## src/logic/dac_ctrl_pkg.sv

```systemverilog
// Constants for the DAC channel control register bank
package dac_ctrl_pkg;
   // ==========================================
   // Control word layout
   localparam int WORD_W      = 16;
   localparam int ADDR_W      = 7;
   localparam int DATA_W      = 9;
   localparam int ADDR_LSB    = 9;
   // ==========================================
   // Register addresses
   localparam logic [6:0] ADDR_DAC1_LEFT_ATTEN  = 7'h00;
   localparam logic [6:0] ADDR_DAC1_RIGHT_ATTEN = 7'h01;
   localparam logic [6:0] ADDR_DAC_CHANNEL_CTRL = 7'h02;
   localparam logic [6:0] ADDR_AUDIO_IFACE_CTRL = 7'h03;
   localparam logic [6:0] ADDR_DAC2_LEFT_ATTEN  = 7'h04;
   localparam logic [6:0] ADDR_DAC2_RIGHT_ATTEN = 7'h05;
   localparam logic [6:0] ADDR_DAC3_LEFT_ATTEN  = 7'h06;
   localparam logic [6:0] ADDR_DAC3_RIGHT_ATTEN = 7'h07;
   localparam logic [6:0] ADDR_MASTER_DAC_ATTEN = 7'h08;
   localparam logic [6:0] ADDR_DEEMPH_MUTE_ZERO = 7'h09;
   localparam logic [6:0] ADDR_RATE_MASTER_PD   = 7'h0a;
   localparam logic [6:0] ADDR_ADC_OVERSAMPLE   = 7'h0b;
   localparam logic [6:0] ADDR_ADC_FILTER_MUTE  = 7'h0c;
   localparam logic [6:0] ADDR_SOFT_RESET       = 7'h1f;
   // ==========================================
   // Reset values
   localparam logic [8:0] RST_ATTEN         = 9'h0ff;
   localparam logic [8:0] RST_CHANNEL_CTRL  = 9'h120;
   localparam logic [8:0] RST_IFACE_CTRL    = 9'h000;
   localparam logic [8:0] RST_DEEMPH_MUTE   = 9'h000;
   localparam logic [8:0] RST_RATE_MASTER   = 9'h080;
   localparam logic [8:0] RST_ADC_OVERSAMP  = 9'h040;
   localparam logic [8:0] RST_ADC_FILTER    = 9'h000;
   // ==========================================
   // Field positions
   localparam int UPDATE_BIT     = 8;
   localparam int ATTEN_TRACK_BIT = 3;
   localparam int ZERO_MUTE_BIT  = 4;
   localparam int ROUTE_LSB      = 5;
   localparam int ATTEN_SLOTS    = 7;
   localparam int MASTER_SLOT    = 6;
   // ==========================================
   // Routing codes and zero run
   localparam logic [1:0] ROUTE_MUTE  = 2'h0;
   localparam logic [1:0] ROUTE_LEFT  = 2'h1;
   localparam logic [1:0] ROUTE_RIGHT = 2'h2;
   localparam logic [1:0] ROUTE_AVG   = 2'h3;
   localparam logic [10:0] ZERO_RUN   = 11'h400;
   localparam int SAMPLE_W = 24;
endpackage

```

## src/logic/ctrl_word_if.sv

```systemverilog
// Committed control word passed from the serial receiver to the register bank
interface ctrl_word_if;
   logic [15:0] word;
   logic        strobe;
   modport rx   (output word, output strobe);
   modport core (input word, input strobe);
endinterface

```

## src/logic/dac_channel_control_regs.sv

```systemverilog
// DAC channel control register bank with tracking, zero mute and routing
module dac_channel_control_regs
#(
   parameter int NUM_CH = 3
)
(
   // Clock and reset
   input  wire logic                          core_clk,
   input  wire logic                          resetn,
   // Serial control pins
   input  wire logic                          ctrl_serial_clock,
   input  wire logic                          ctrl_serial_data,
   input  wire logic                          ctrl_latch,
   // Audio input samples
   input  wire logic                          sample_valid,
   input  wire logic [NUM_CH-1:0][23:0]       sample_left,
   input  wire logic [NUM_CH-1:0][23:0]       sample_right,
   // DAC outputs
   output logic      [NUM_CH-1:0][23:0]       dac_out_left,
   output logic      [NUM_CH-1:0][23:0]       dac_out_right,
   output logic      [NUM_CH-1:0][7:0]        left_atten,
   output logic      [NUM_CH-1:0][7:0]        right_atten,
   output logic      [7:0]                    master_atten,
   output logic      [NUM_CH-1:0]             auto_mute,
   // Register contents
   output logic      [8:0]                    channel_ctrl,
   output logic      [8:0]                    iface_ctrl,
   output logic      [8:0]                    deemph_ctrl,
   output logic      [8:0]                    rate_ctrl,
   output logic      [8:0]                    adc_os_ctrl,
   output logic      [8:0]                    adc_filter_ctrl
);
   localparam int SW = dac_ctrl_pkg::SAMPLE_W;

   // Attenuation map serves exactly three stereo channels
   if (NUM_CH != 3)
   begin
      $error("NUM_CH must be 3 to match the attenuation map");
   end

   // ==========================================
   // Serial receiver
   ctrl_word_if cw ();

   ctrl_serial_rx u_rx
   (
      .core_clk          (core_clk),
      .resetn            (resetn),
      .ctrl_serial_clock (ctrl_serial_clock),
      .ctrl_serial_data  (ctrl_serial_data),
      .ctrl_latch        (ctrl_latch),
      .cw                (cw.rx)
   );

   // Attenuation slot of an address, or -1
   function automatic int atten_slot(input logic [6:0] a);
      case (a)
         dac_ctrl_pkg::ADDR_DAC1_LEFT_ATTEN:  atten_slot = 0;
         dac_ctrl_pkg::ADDR_DAC1_RIGHT_ATTEN: atten_slot = 1;
         dac_ctrl_pkg::ADDR_DAC2_LEFT_ATTEN:  atten_slot = 2;
         dac_ctrl_pkg::ADDR_DAC2_RIGHT_ATTEN: atten_slot = 3;
         dac_ctrl_pkg::ADDR_DAC3_LEFT_ATTEN:  atten_slot = 4;
         dac_ctrl_pkg::ADDR_DAC3_RIGHT_ATTEN: atten_slot = 5;
         dac_ctrl_pkg::ADDR_MASTER_DAC_ATTEN: atten_slot = 6;
         default:                             atten_slot = -1;
      endcase
   endfunction

   // One routed output from a stereo pair
   function automatic logic [SW-1:0] route_pick(input logic [1:0] sel,
                                               input logic [SW-1:0] l,
                                               input logic [SW-1:0] r);
      logic signed [SW:0] sum;
      sum = $signed({l[SW-1], l}) + $signed({r[SW-1], r});
      case (sel)
         dac_ctrl_pkg::ROUTE_LEFT:  route_pick = l;
         dac_ctrl_pkg::ROUTE_RIGHT: route_pick = r;
         dac_ctrl_pkg::ROUTE_AVG:   route_pick = sum[SW:1];
         default:                   route_pick = '0;
      endcase
   endfunction

   // ==========================================
   // Register file
   logic [6:0] wr_addr;
   logic [8:0] wr_data;
   int         wr_slot;
   logic [dac_ctrl_pkg::ATTEN_SLOTS-1:0][7:0] pend_reg, pend_next;
   logic [dac_ctrl_pkg::ATTEN_SLOTS-1:0][7:0] live_reg, live_next;
   logic [8:0] chan_reg, chan_next, iface_reg, iface_next, dmz_reg, dmz_next;
   logic [8:0] rate_reg, rate_next, adcos_reg, adcos_next, adcf_reg, adcf_next;

   assign wr_addr = cw.word[15:9];
   assign wr_data = cw.word[8:0];
   assign wr_slot = atten_slot(wr_addr);

   // Decode committed words; undefined bits are stored as written
   always_comb
   begin
      pend_next  = pend_reg;
      live_next  = live_reg;
      chan_next  = chan_reg;
      iface_next = iface_reg;
      dmz_next   = dmz_reg;
      rate_next  = rate_reg;
      adcos_next = adcos_reg;
      adcf_next  = adcf_reg;
      if (cw.strobe && wr_addr == dac_ctrl_pkg::ADDR_SOFT_RESET)
      begin
         pend_next  = {dac_ctrl_pkg::ATTEN_SLOTS{dac_ctrl_pkg::RST_ATTEN[7:0]}};
         live_next  = {dac_ctrl_pkg::ATTEN_SLOTS{dac_ctrl_pkg::RST_ATTEN[7:0]}};
         chan_next  = dac_ctrl_pkg::RST_CHANNEL_CTRL;
         iface_next = dac_ctrl_pkg::RST_IFACE_CTRL;
         dmz_next   = dac_ctrl_pkg::RST_DEEMPH_MUTE;
         rate_next  = dac_ctrl_pkg::RST_RATE_MASTER;
         adcos_next = dac_ctrl_pkg::RST_ADC_OVERSAMP;
         adcf_next  = dac_ctrl_pkg::RST_ADC_FILTER;
      end
      else if (cw.strobe && wr_slot >= 0)
      begin
         pend_next[wr_slot] = wr_data[7:0];
         if (wr_data[dac_ctrl_pkg::UPDATE_BIT])
         begin
            live_next = pend_next;
         end
      end
      else if (cw.strobe)
      begin
         case (wr_addr)
            dac_ctrl_pkg::ADDR_DAC_CHANNEL_CTRL: chan_next  = wr_data;
            dac_ctrl_pkg::ADDR_AUDIO_IFACE_CTRL: iface_next = wr_data;
            dac_ctrl_pkg::ADDR_DEEMPH_MUTE_ZERO: dmz_next   = wr_data;
            dac_ctrl_pkg::ADDR_RATE_MASTER_PD:   rate_next  = wr_data;
            dac_ctrl_pkg::ADDR_ADC_OVERSAMPLE:   adcos_next = wr_data;
            dac_ctrl_pkg::ADDR_ADC_FILTER_MUTE:  adcf_next  = wr_data;
            default:                             chan_next  = chan_reg;
         endcase
      end
   end

   always_ff @(posedge core_clk or negedge resetn)
   begin
      if (!resetn)
      begin
         pend_reg  <= {dac_ctrl_pkg::ATTEN_SLOTS{dac_ctrl_pkg::RST_ATTEN[7:0]}};
         live_reg  <= {dac_ctrl_pkg::ATTEN_SLOTS{dac_ctrl_pkg::RST_ATTEN[7:0]}};
         chan_reg  <= dac_ctrl_pkg::RST_CHANNEL_CTRL;
         iface_reg <= dac_ctrl_pkg::RST_IFACE_CTRL;
         dmz_reg   <= dac_ctrl_pkg::RST_DEEMPH_MUTE;
         rate_reg  <= dac_ctrl_pkg::RST_RATE_MASTER;
         adcos_reg <= dac_ctrl_pkg::RST_ADC_OVERSAMP;
         adcf_reg  <= dac_ctrl_pkg::RST_ADC_FILTER;
      end
      else
      begin
         pend_reg  <= pend_next;
         live_reg  <= live_next;
         chan_reg  <= chan_next;
         iface_reg <= iface_next;
         dmz_reg   <= dmz_next;
         rate_reg  <= rate_next;
         adcos_reg <= adcos_next;
         adcf_reg  <= adcf_next;
      end
   end

   // ==========================================
   // Sample path
   logic track, zero_en;
   logic [3:0] route;
   logic [NUM_CH-1:0][10:0] zcnt_reg, zcnt_next;
   logic [NUM_CH-1:0] mute_reg, mute_next;
   logic [NUM_CH-1:0][SW-1:0] outl_reg, outl_next, outr_reg, outr_next;
   logic [NUM_CH-1:0][7:0] la_reg, la_next, ra_reg, ra_next;
   logic [7:0] ma_reg, ma_next;

   assign track   = chan_reg[dac_ctrl_pkg::ATTEN_TRACK_BIT];
   assign zero_en = chan_reg[dac_ctrl_pkg::ZERO_MUTE_BIT];
   assign route   = chan_reg[dac_ctrl_pkg::ROUTE_LSB +: 4];

   // Per-sample state moves only on a sample, except mute, which clears at once when zero mute is disabled
   always_comb
   begin
      zcnt_next = zcnt_reg;
      mute_next = mute_reg & {NUM_CH{zero_en}}; // Disable lifts mute
      outl_next = outl_reg;
      outr_next = outr_reg;
      la_next   = la_reg;
      ra_next   = ra_reg;
      ma_next   = ma_reg;
      if (sample_valid)
      begin
         ma_next = live_reg[dac_ctrl_pkg::MASTER_SLOT];
         for (int c = 0; c < NUM_CH; c++)
         begin
            la_next[c] = live_reg[2*c];
            ra_next[c] = track ? live_reg[2*c] : live_reg[2*c+1];
            if (sample_left[c] == '0 && sample_right[c] == '0)
            begin
               if (zcnt_reg[c] != dac_ctrl_pkg::ZERO_RUN)
               begin
                  zcnt_next[c] = zcnt_reg[c] + 11'h001;
               end
            end
            else
            begin
               zcnt_next[c] = 11'h000;
            end
            mute_next[c] = zero_en && zcnt_next[c] == dac_ctrl_pkg::ZERO_RUN;
            outl_next[c] = mute_next[c] ? '0 :
                           route_pick(route[1:0], sample_left[c], sample_right[c]);
            outr_next[c] = mute_next[c] ? '0 :
                           route_pick(route[3:2], sample_left[c], sample_right[c]);
         end
      end
   end

   always_ff @(posedge core_clk or negedge resetn)
   begin
      if (!resetn)
      begin
         zcnt_reg <= '0;
         mute_reg <= '0;
         outl_reg <= '0;
         outr_reg <= '0;
         la_reg   <= {NUM_CH{dac_ctrl_pkg::RST_ATTEN[7:0]}};
         ra_reg   <= {NUM_CH{dac_ctrl_pkg::RST_ATTEN[7:0]}};
         ma_reg   <= dac_ctrl_pkg::RST_ATTEN[7:0];
      end
      else
      begin
         zcnt_reg <= zcnt_next;
         mute_reg <= mute_next;
         outl_reg <= outl_next;
         outr_reg <= outr_next;
         la_reg   <= la_next;
         ra_reg   <= ra_next;
         ma_reg   <= ma_next;
      end
   end

   // Outputs
   assign dac_out_left    = outl_reg;
   assign dac_out_right   = outr_reg;
   assign left_atten      = la_reg;
   assign right_atten     = ra_reg;
   assign master_atten    = ma_reg;
   assign auto_mute       = mute_reg;
   assign channel_ctrl    = chan_reg;
   assign iface_ctrl      = iface_reg;
   assign deemph_ctrl     = dmz_reg;
   assign rate_ctrl       = rate_reg;
   assign adc_os_ctrl     = adcos_reg;
   assign adc_filter_ctrl = adcf_reg;

   // ==========================================
   // Checks
   track_right_a : assert property (@(posedge core_clk) disable iff (!resetn)
      sample_valid && track |=> right_atten[0] == $past(live_reg[0]))
      else $error("tracking did not copy left attenuation");
   own_right_a : assert property (@(posedge core_clk) disable iff (!resetn)
      sample_valid && !track |=> right_atten[1] == $past(live_reg[3]))
      else $error("right attenuation not its own");
   atten_hold_a : assert property (@(posedge core_clk) disable iff (!resetn)
      !sample_valid |=> $stable(right_atten) && $stable(left_atten))
      else $error("attenuation moved between samples");
   pend_hold_a : assert property (@(posedge core_clk) disable iff (!resetn)
      cw.strobe && wr_slot >= 0 && !wr_data[8] |=> $stable(live_reg))
      else $error("attenuation applied without update");
   soft_reset_a : assert property (@(posedge core_clk) disable iff (!resetn)
      cw.strobe && wr_addr == dac_ctrl_pkg::ADDR_SOFT_RESET
      |=> chan_reg == dac_ctrl_pkg::RST_CHANNEL_CTRL && rate_reg == dac_ctrl_pkg::RST_RATE_MASTER)
      else $error("reset register did not restore defaults");
   zero_mute_a : assert property (@(posedge core_clk) disable iff (!resetn)
      auto_mute[0] |-> $past(zero_en) && zcnt_reg[0] == 11'h400 && dac_out_left[0] == '0)
      else $error("mute without full zero run");
   unmute_now_a : assert property (@(posedge core_clk) disable iff (!resetn)
      sample_valid && sample_left[0] != '0 |=> !auto_mute[0])
      else $error("non-zero sample left channel muted");
   route_left_a : assert property (@(posedge core_clk) disable iff (!resetn)
      sample_valid && route == 4'h9 && !mute_next[0]
      |=> dac_out_left[0] == $past(sample_left[0]) && dac_out_right[0] == $past(sample_right[0]))
      else $error("default routing wrong");
endmodule

```

## src/logic/ctrl_serial_rx.sv

```systemverilog
// Three-wire control receiver: synchronise, shift on clock rise, commit on latch rise
module ctrl_serial_rx
(
   // Clock and reset
   input  wire logic  core_clk,
   input  wire logic  resetn,
   // Serial pins
   input  wire logic  ctrl_serial_clock,
   input  wire logic  ctrl_serial_data,
   input  wire logic  ctrl_latch,
   // Committed word
   ctrl_word_if.rx    cw
);
   // ==========================================
   // Synchronisers, three stages per pin
   logic [2:0] sync1_reg, sync2_reg, sync3_reg;
   logic [2:0] level_reg, level_next;
   logic [15:0] shift_reg, shift_next;
   logic [15:0] word_reg, word_next;
   logic        strobe_reg, strobe_next;
   logic        clk_rise, latch_rise;

   // Filtered levels follow once stages two and three agree
   always_comb
   begin
      for (int i = 0; i < 3; i++)
      begin
         level_next[i] = (sync2_reg[i] == sync3_reg[i]) ? sync3_reg[i] : level_reg[i];
      end
   end

   assign clk_rise   = level_next[0] & ~level_reg[0];
   assign latch_rise = level_next[2] & ~level_reg[2];

   // Shift and commit
   always_comb
   begin
      shift_next  = shift_reg;
      word_next   = word_reg;
      strobe_next = 1'b0;
      if (clk_rise)
      begin
         shift_next = {shift_reg[14:0], level_next[1]};
      end
      if (latch_rise)
      begin
         word_next   = shift_reg;
         strobe_next = 1'b1;
      end
   end

   // Registers
   always_ff @(posedge core_clk or negedge resetn)
   begin
      if (!resetn)
      begin
         sync1_reg  <= 3'h0;
         sync2_reg  <= 3'h0;
         sync3_reg  <= 3'h0;
         level_reg  <= 3'h0;
         shift_reg  <= 16'h0000;
         word_reg   <= 16'h0000;
         strobe_reg <= 1'b0;
      end
      else
      begin
         sync1_reg  <= {ctrl_latch, ctrl_serial_data, ctrl_serial_clock};
         sync2_reg  <= sync1_reg;
         sync3_reg  <= sync2_reg;
         level_reg  <= level_next;
         shift_reg  <= shift_next;
         word_reg   <= word_next;
         strobe_reg <= strobe_next;
      end
   end

   assign cw.word   = word_reg;
   assign cw.strobe = strobe_reg;

   // ==========================================
   // Checks
   strobe_on_latch_a : assert property (@(posedge core_clk) disable iff (!resetn)
      strobe_reg |-> $past(latch_rise))
      else $error("commit without latch rise");
   word_from_shift_a : assert property (@(posedge core_clk) disable iff (!resetn)
      latch_rise |=> (word_reg == $past(shift_reg)) && strobe_reg)
      else $error("committed word differs from shifted bits");
endmodule

```

## config.mk

```make
export PLATFORM = sky130hd
export DESIGN_NAME = dac_channel_control_regs
export DESIGN_NICKNAME = d
export VERILOG_FILES = /design/src/logic/dac_ctrl_pkg.sv /design/src/logic/ctrl_word_if.sv /design/src/logic/dac_channel_control_regs.sv /design/src/logic/ctrl_serial_rx.sv
export SDC_FILE = /design/constraint.sdc
export NUM_CORES = 1
export LEC_CHECK = 0
export ABC_CLOCK_PERIOD_IN_PS = 6300
export BUFFER_PORTS_ARGS = -buffer_cell sky130_fd_sc_hd__buf_2
export CORE_AREA = 2 2 298 300
export DETAILED_ROUTE_END_ITERATION = 8
export DIE_AREA = 0 0 300 302
export GPL_ROUTABILITY_DRIVEN = 0
export PLACE_DENSITY = 0.47
export SYNTH_ARGS = -nofsm -noshare
export SYNTH_HDL_FRONTEND = slang
export SYNTH_SLANG_ARGS = --single-unit
export TNS_END_PERCENT = 1
```

## constraint.sdc

```tcl
create_clock -name core_clk -period 6.3 [get_ports core_clk]
set_input_delay 0.315 -clock core_clk [delete_from_list [all_inputs] [get_ports core_clk]]
set_output_delay 0.315 -clock core_clk [all_outputs]
set_load 0.02 [all_outputs]
```

==> results of run 1 <==
## per-stage QoR
step                      setup WS (ps)  utilization [%]
after floorplan                    3830                -
after global placement             2620             32.1
after detailed placement           2530             32.1
after CTS                          2590             34.3
after global routing               2420             34.3
final                              2550             34.3
## worst reg2reg max path: cells and delay by family (launching register included)
family	cells	cell delay, ps
XOR/XNOR	1	190
AO/OA/AOI/OAI	2	310
adder cells (fa/ha/maj)	1	430
AND/OR/NAND/NOR	5	1650
flip-flops	1	510
## final cells by class
class	instances	area (um2)
repair buffers	435	2310
clock buffers	77	1580
fillers	8977	57500
multi-input cells	1946	12800
flip-flops and latches	447	11400
clock inverters	23	251
well taps	1165	1460
diodes	1	2.50
inverters	47	179
## final timing paths
kind,from,end,slack [ps]
worst max-delay path,sample_right[67],dac_out_right[68],2550
worst min-delay path,sample_right[65],dac_out_left[65],30
worst max register to register,zcnt_reg[22],dac_out_right[68],3030
worst min register to register,u_rx.sync1_reg[2],u_rx.sync2_reg[2],350
max in group asynchronous,resetn,u_rx.level_reg[2],4530
min in group asynchronous,resetn,dac_out_right[3],300
## cells by family after synthesis
group / Yosys count / synth area share (%)
DFF: 447 / 45.5
muxes: 213 / 8.94
buffers and inverters: 217 / 3.48
AOI/OAI and AO/OA: 690 / 18.9
adders and majority gates: 81 / 4.10
and+or+nand+nor: 894 / 16.7
xor gates and xnor gates: 68 / 2.38
## per-layer routing
layer  share of wire (%)  wire length, um
met5               0.014               13
met4                 4.1             3840
met3                 6.2             5720
met2                  48            44500
met1                  42            38600
## layout by cell type, fill, tap and decap left out, drive strengths merged, types with 34 or more instances in the layout
cell	netlist	routed
buf	40	426
nand2	363	363
dfrtp	275	275
nor2	189	189
dfstp	172	172
o21ai	150	150
mux2i	126	126
a21oi	124	124
nand3	97	97
mux2	87	87
o2bb2ai	84	84
clkbuf	130	77
ha	75	75
a31oi	68	68
a22oi	64	64
xnor2	47	47
inv	45	47
a21o	40	40
nor4	40	40
and3	34	34
nor3	34	34
## power groups by stage
| stage | Clock (mW) | Combinational [mW] | Sequential, mW |
|---|---|---|---|
| after floorplan | 0 | 0.827 | 3.47 |
| after global placement | 0 | 1.34 | 3.56 |
| after detailed placement | 0 | 1.35 | 3.56 |
| after CTS | 3.27 | 1.36 | 3.52 |
| after global routing | 3.39 | 1.49 | 3.55 |
| final | 3.17 | 1.36 | 3.51 |
==> impl_metrics.yaml, run 1 <==
yosys:
  yosysTopAreaCell: "dfrtp_1"
  post_synth_num_cell_types: 94
  netlist_area_um2: 25100
  yosys.cell_count.top_type: "nand2_1"
  syn-instance-count: 2610
  syn_nets: 2838
  synth_edf_count: 0
  yosys-top-cells-area: "dfrtp_1, dfstp_2, nand2_1"
  yosysSeqAreaShare_pct: 45.5
  avgSynthCellArea_um2: 9.60
  yosysWarnings: 0
  async_reset_ff_share_pct: 100
  synth_common_cells: "nand2_1, dfrtp_1, nor2_1"
  ys_seq_elements: 447
  synth_top_area_share_pct: 27.5
  synth_top_flop_cell: "dfrtp_1"
finish:
  fin_nets: 3159
  stdcell_count: 4141
  syn2layout_area_growth_pct: 19.7
  post-route-cell-area_um2: 30000
  drive_gt1_share_pct: 27.7
drt:
  wire_per_inst_um: 22.4
  wirelength_mm: 92.7
  postRouteAntennaNets: 0
  vias: 22200
  vias_per_cell: 5.37
  drc: 0
  first_pass_iters: 6
  drt_iter0_drc: 1661
sta:
  period_share_pct: 59.5
  holdWs_ps: 28.0
  fin_setup_tns_ps: 0
  hold_viol: 0
  worst_pin_slew_ps: 1160
  setup_viol: 0
  fmax_mhz: 267
  relSlewSlack_pct: 21.8
  fin_crit_ps: 3750
  rsz0062_at_grt: "no"
  slew_violations: 0
  skew_ps: 42.1
critical_path:
  timing.critical_path.max_delay_family: "simple AND/OR/NAND/NOR gates"
  crit_fanout: 14
  path_buf_inv: 2
  critPathKind: "input pin to flip-flop"
  cpPeakStageDelay_ps: 740
  cp_slowest_cell: "or2_1"
  cp.required_ps: 6740
  endpoint_kind: "flip-flop"
  startpoint_type: "input pin"
  path_cells: "dlygate4sd3_1 > buf_2 > nor4_1 > nand4_1 > or3_1 > nor3b_2 > and4_1 > or2_1 > nor2_8 > a22oi_1 > o311ai_1"
  cp.depth: 11
  reg2regPathDepth: 9
  worstPathArrival_ps: 4190
global_routing:
  grtUsageTotal_pct: 19.7
  busiest_layer: "met2"
  use_met3_pct: 3.48
  antenna_found_initial: 2
  use_met2_pct: 33.2
  grt.met1_usage_pct: 25.0
  grt_max_degree: 176
  grt_pass1_vias: 21800
  grt_pass1_wl_mm: 138
  gr-total-overflow: 0
die:
  io-pin-count: 407
  dieArea_um2: 90600
  die_y_um: 302
  initial_core_util_pct: 28.6
  die_w_um: 300
  rows: 109
  core-area_um2: 87600
clock_tree:
  clkTransAtPathRegs_ps: 50
  ctsResizeCount: 0
  clk_latency_ps: 620
  cts_hold_buffers: 9
  cts_inserted_buffers: 54
  post_cts_buffers: 0
  cts_sinks: 447
  clk_path_buf_depth: 3
  htreeDepth: 2
  root_buffer: "clkbuf_16"
  cts_tree: "yes"
outcome:
  status: "finished clean"
power:
  intPower_mw: 5.56
  net-switching-power_mw: 2.47
  p_comb_share_pct: 16.9
  total_power_mw: 8.03
  ir_worst_vdd_v: 0.000231
  p_seq_share_pct: 43.7
  cellPowerDensity_nw_per_um2: 268
  clockPowerShare_pct: 39.4
  swShare_pct: 30.7
  leakage_nw: 13.4
flow_run:
  cap_violations: 0
worst_hold_path:
  hp-class: "input pin to flip-flop"
  whs_path_depth: 3
placement:
  placed_area_um2: 28100
  placed_cells: 4031
  dp_hpwl_mm: 65.6
  portBuffers: 406
(Power assumes the default switching activity.)
==> run 2, diff against run 1 <==
- ABC_CLOCK_PERIOD_IN_PS: 6300 -> 3700
- clock period: 6.3 -> 3.7 ns (I/O delays scaled with it)
==> impl_metrics.yaml, run 2 (synthesized netlist as in run 1, its figures left out) <==
outcome:
  status: "finished with violations"
  failed_checks: "DRC"
global_routing:
  grt_pass1_vias: 22500
  gr-total-overflow: 0
  antenna_found_initial: 1
  grtUsageTotal_pct: 20.3
  grt_pass1_wl_mm: 143
  grt_max_degree: 107
clock_tree:
  post_cts_buffers: 0
  cts_inserted_buffers: 56
  clkTransAtPathRegs_ps: 70
  htreeDepth: 2
  clk_latency_ps: 640
  root_buffer: "clkbuf_16"
  clk_path_buf_depth: 3
  cts_sinks: 447
  cts_tree: "yes"
sta:
  worst_pin_slew_ps: 1040
  setup_viol: 0
  rsz0062_at_grt: "no"
  layout_setup_ws_ps: 163
  holdWs_ps: 34.7
  period_share_pct: 95.6
  fin_setup_tns_ps: 0
  fmax_mhz: 283
  fin_crit_ps: 3540
  relSlewSlack_pct: 30.5
  hold_viol: 0
  skew_ps: 54.0
  slew_violations: 0
critical_path:
  cp.required_ps: 4230
  r2r_setup_slack_ps: 270
  critPathKind: "input pin to flip-flop"
  r2r-start: "zcnt_reg[3]"
  cp_common_cell: "dlygate4sd3_1"
  cpPeakStageDelay_ps: 590
  path_cells: "dlygate4sd3_1 > buf_2 > nor4_1 > nand4_1 > or3_1 > o21bai_2 > nor4_4 > and2_1 > or2_1 > nor2_1 > a221o_1 > dlygate4sd3_1"
  path_buf_inv: 3
  crit_fanout: 11
  startpoint_type: "input pin"
  rr_endpoint: "dac_out_left[19]"
  reg2regPathDepth: 10
  endpoint_kind: "flip-flop"
  worstPathArrival_ps: 4060
  cp_slowest_cell: "or3_1"
  timing.critical_path.max_delay_family: "simple AND/OR/NAND/NOR gates"
drt:
  first_pass_iters: 8
  postRouteAntennaNets: 0
  wirelength_mm: 94.8
  vias: 22700
  vias_per_cell: 5.30
  drc: 1
  wire_per_inst_um: 22.1
  drt_iter0_drc: 1647
finish:
  post-route-util_pct: 36.0
  syn2layout_area_growth_pct: 25.8
  num_antenna_cells: 0
  final_cell_mix: "buf_2, nand2_1, dfrtp_1"
  final_common_cell: "buf_2"
  fin_nets: 3303
  drive_gt1_share_pct: 27.6
  post-route-cell-area_um2: 31500
worst_hold_path:
  hp-class: "input pin to flip-flop"
  min_from: "sample_right[11]"
  worstHoldEndpoint: "dac_out_left[11]"
  whs_path_depth: 3
die:
  dieArea_um2: 90600
  io-pin-count: 407
  core-area_um2: 87600
  die_y_um: 302
  die_w_um: 300
  rows: 109
  initial_core_util_pct: 28.6
power:
  cellPowerDensity_nw_per_um2: 452
  leakage_nw: 14.1
  ir_worst_vdd_v: 0.000348
placement:
  portBuffers: 406
  dp_hpwl_mm: 68.2
  dpl_worst_slack_ps: 411
  placed_area_um2: 28400
flow_run:
  cap_violations: 0
-- run 2: area by class of cell --
class	instances	area (um2)
clock buffer	79	1600
clock inverter	23	378
fill	8892	56000
inverter	47	179
multi-input combinational	1946	12800
sequential	447	11400
tap	1165	1460
timing repair buffer	577	3690
-- run 2: what timing repair did --
action / in CTS / in global routing
gates resized for setup: 0 / 1
hold endpoints to repair: 197 / 0
setup endpoints to repair: 0 / 3
hold buffers: 114 / 0
-- run 2: worst max-delay path by stage --
stage / end / cells past startpoint / from
finish: dac_out_left[37] / 12 / sample_right[25]
global route: dac_out_left[22] / 10 / zcnt_reg[3]
CTS: dac_out_left[63] / 11 / sample_right[68]
detailed placement: dac_out_left[66] / 9 / sample_right[67]
global placement: dac_out_left[63] / 9 / sample_right[67]
floorplan: dac_out_left[61] / 11 / zcnt_reg[22]
-- run 2: routing by layer --
| layer | vias up | track usage (%) | wire [um] |
|---|---|---|---|
| li1 | 10500 | - | - |
| met1 | 11200 | 25.9 | 39900 |
| met2 | 804 | 34.9 | 45800 |
| met3 | 178 | 3.04 | 5530 |
| met4 | 2 | 7.55 | 3630 |
| met5 | - | 0 | 13 |
-- run 2: worst register-to-register path: cells and delay by family, from the launching register on --
| family | cells | cell delay [ps] |
|---|---|---|
| simple gates | 5 | 1510 |
| compound gates | 3 | 560 |
| xor+xnor | 1 | 210 |
| buf+inv | 1 | 560 |
| flops | 1 | 470 |
-- run 2: stage by stage --
stage / total power [mW] / cells
after floorplan: 7.32 / 2610
after global placement: 8.38 / 4068
after detailed placement: 8.41 / 4068
after CTS: 14.5 / 4284
after global routing: 14.9 / 4284
final: 14.3 / 4284
-- run 2: where the power goes --
group | leakage, nW | switching [mW] | total (mW) | internal [mW]
clock network | 0.956 | 2.33 | 5.86 | 3.52
logic | 7.58 | 1.53 | 2.47 | 0.943
registers | 5.57 | 0.430 | 5.92 | 5.49
total | 14.1 | 4.29 | 14.3 | 9.96
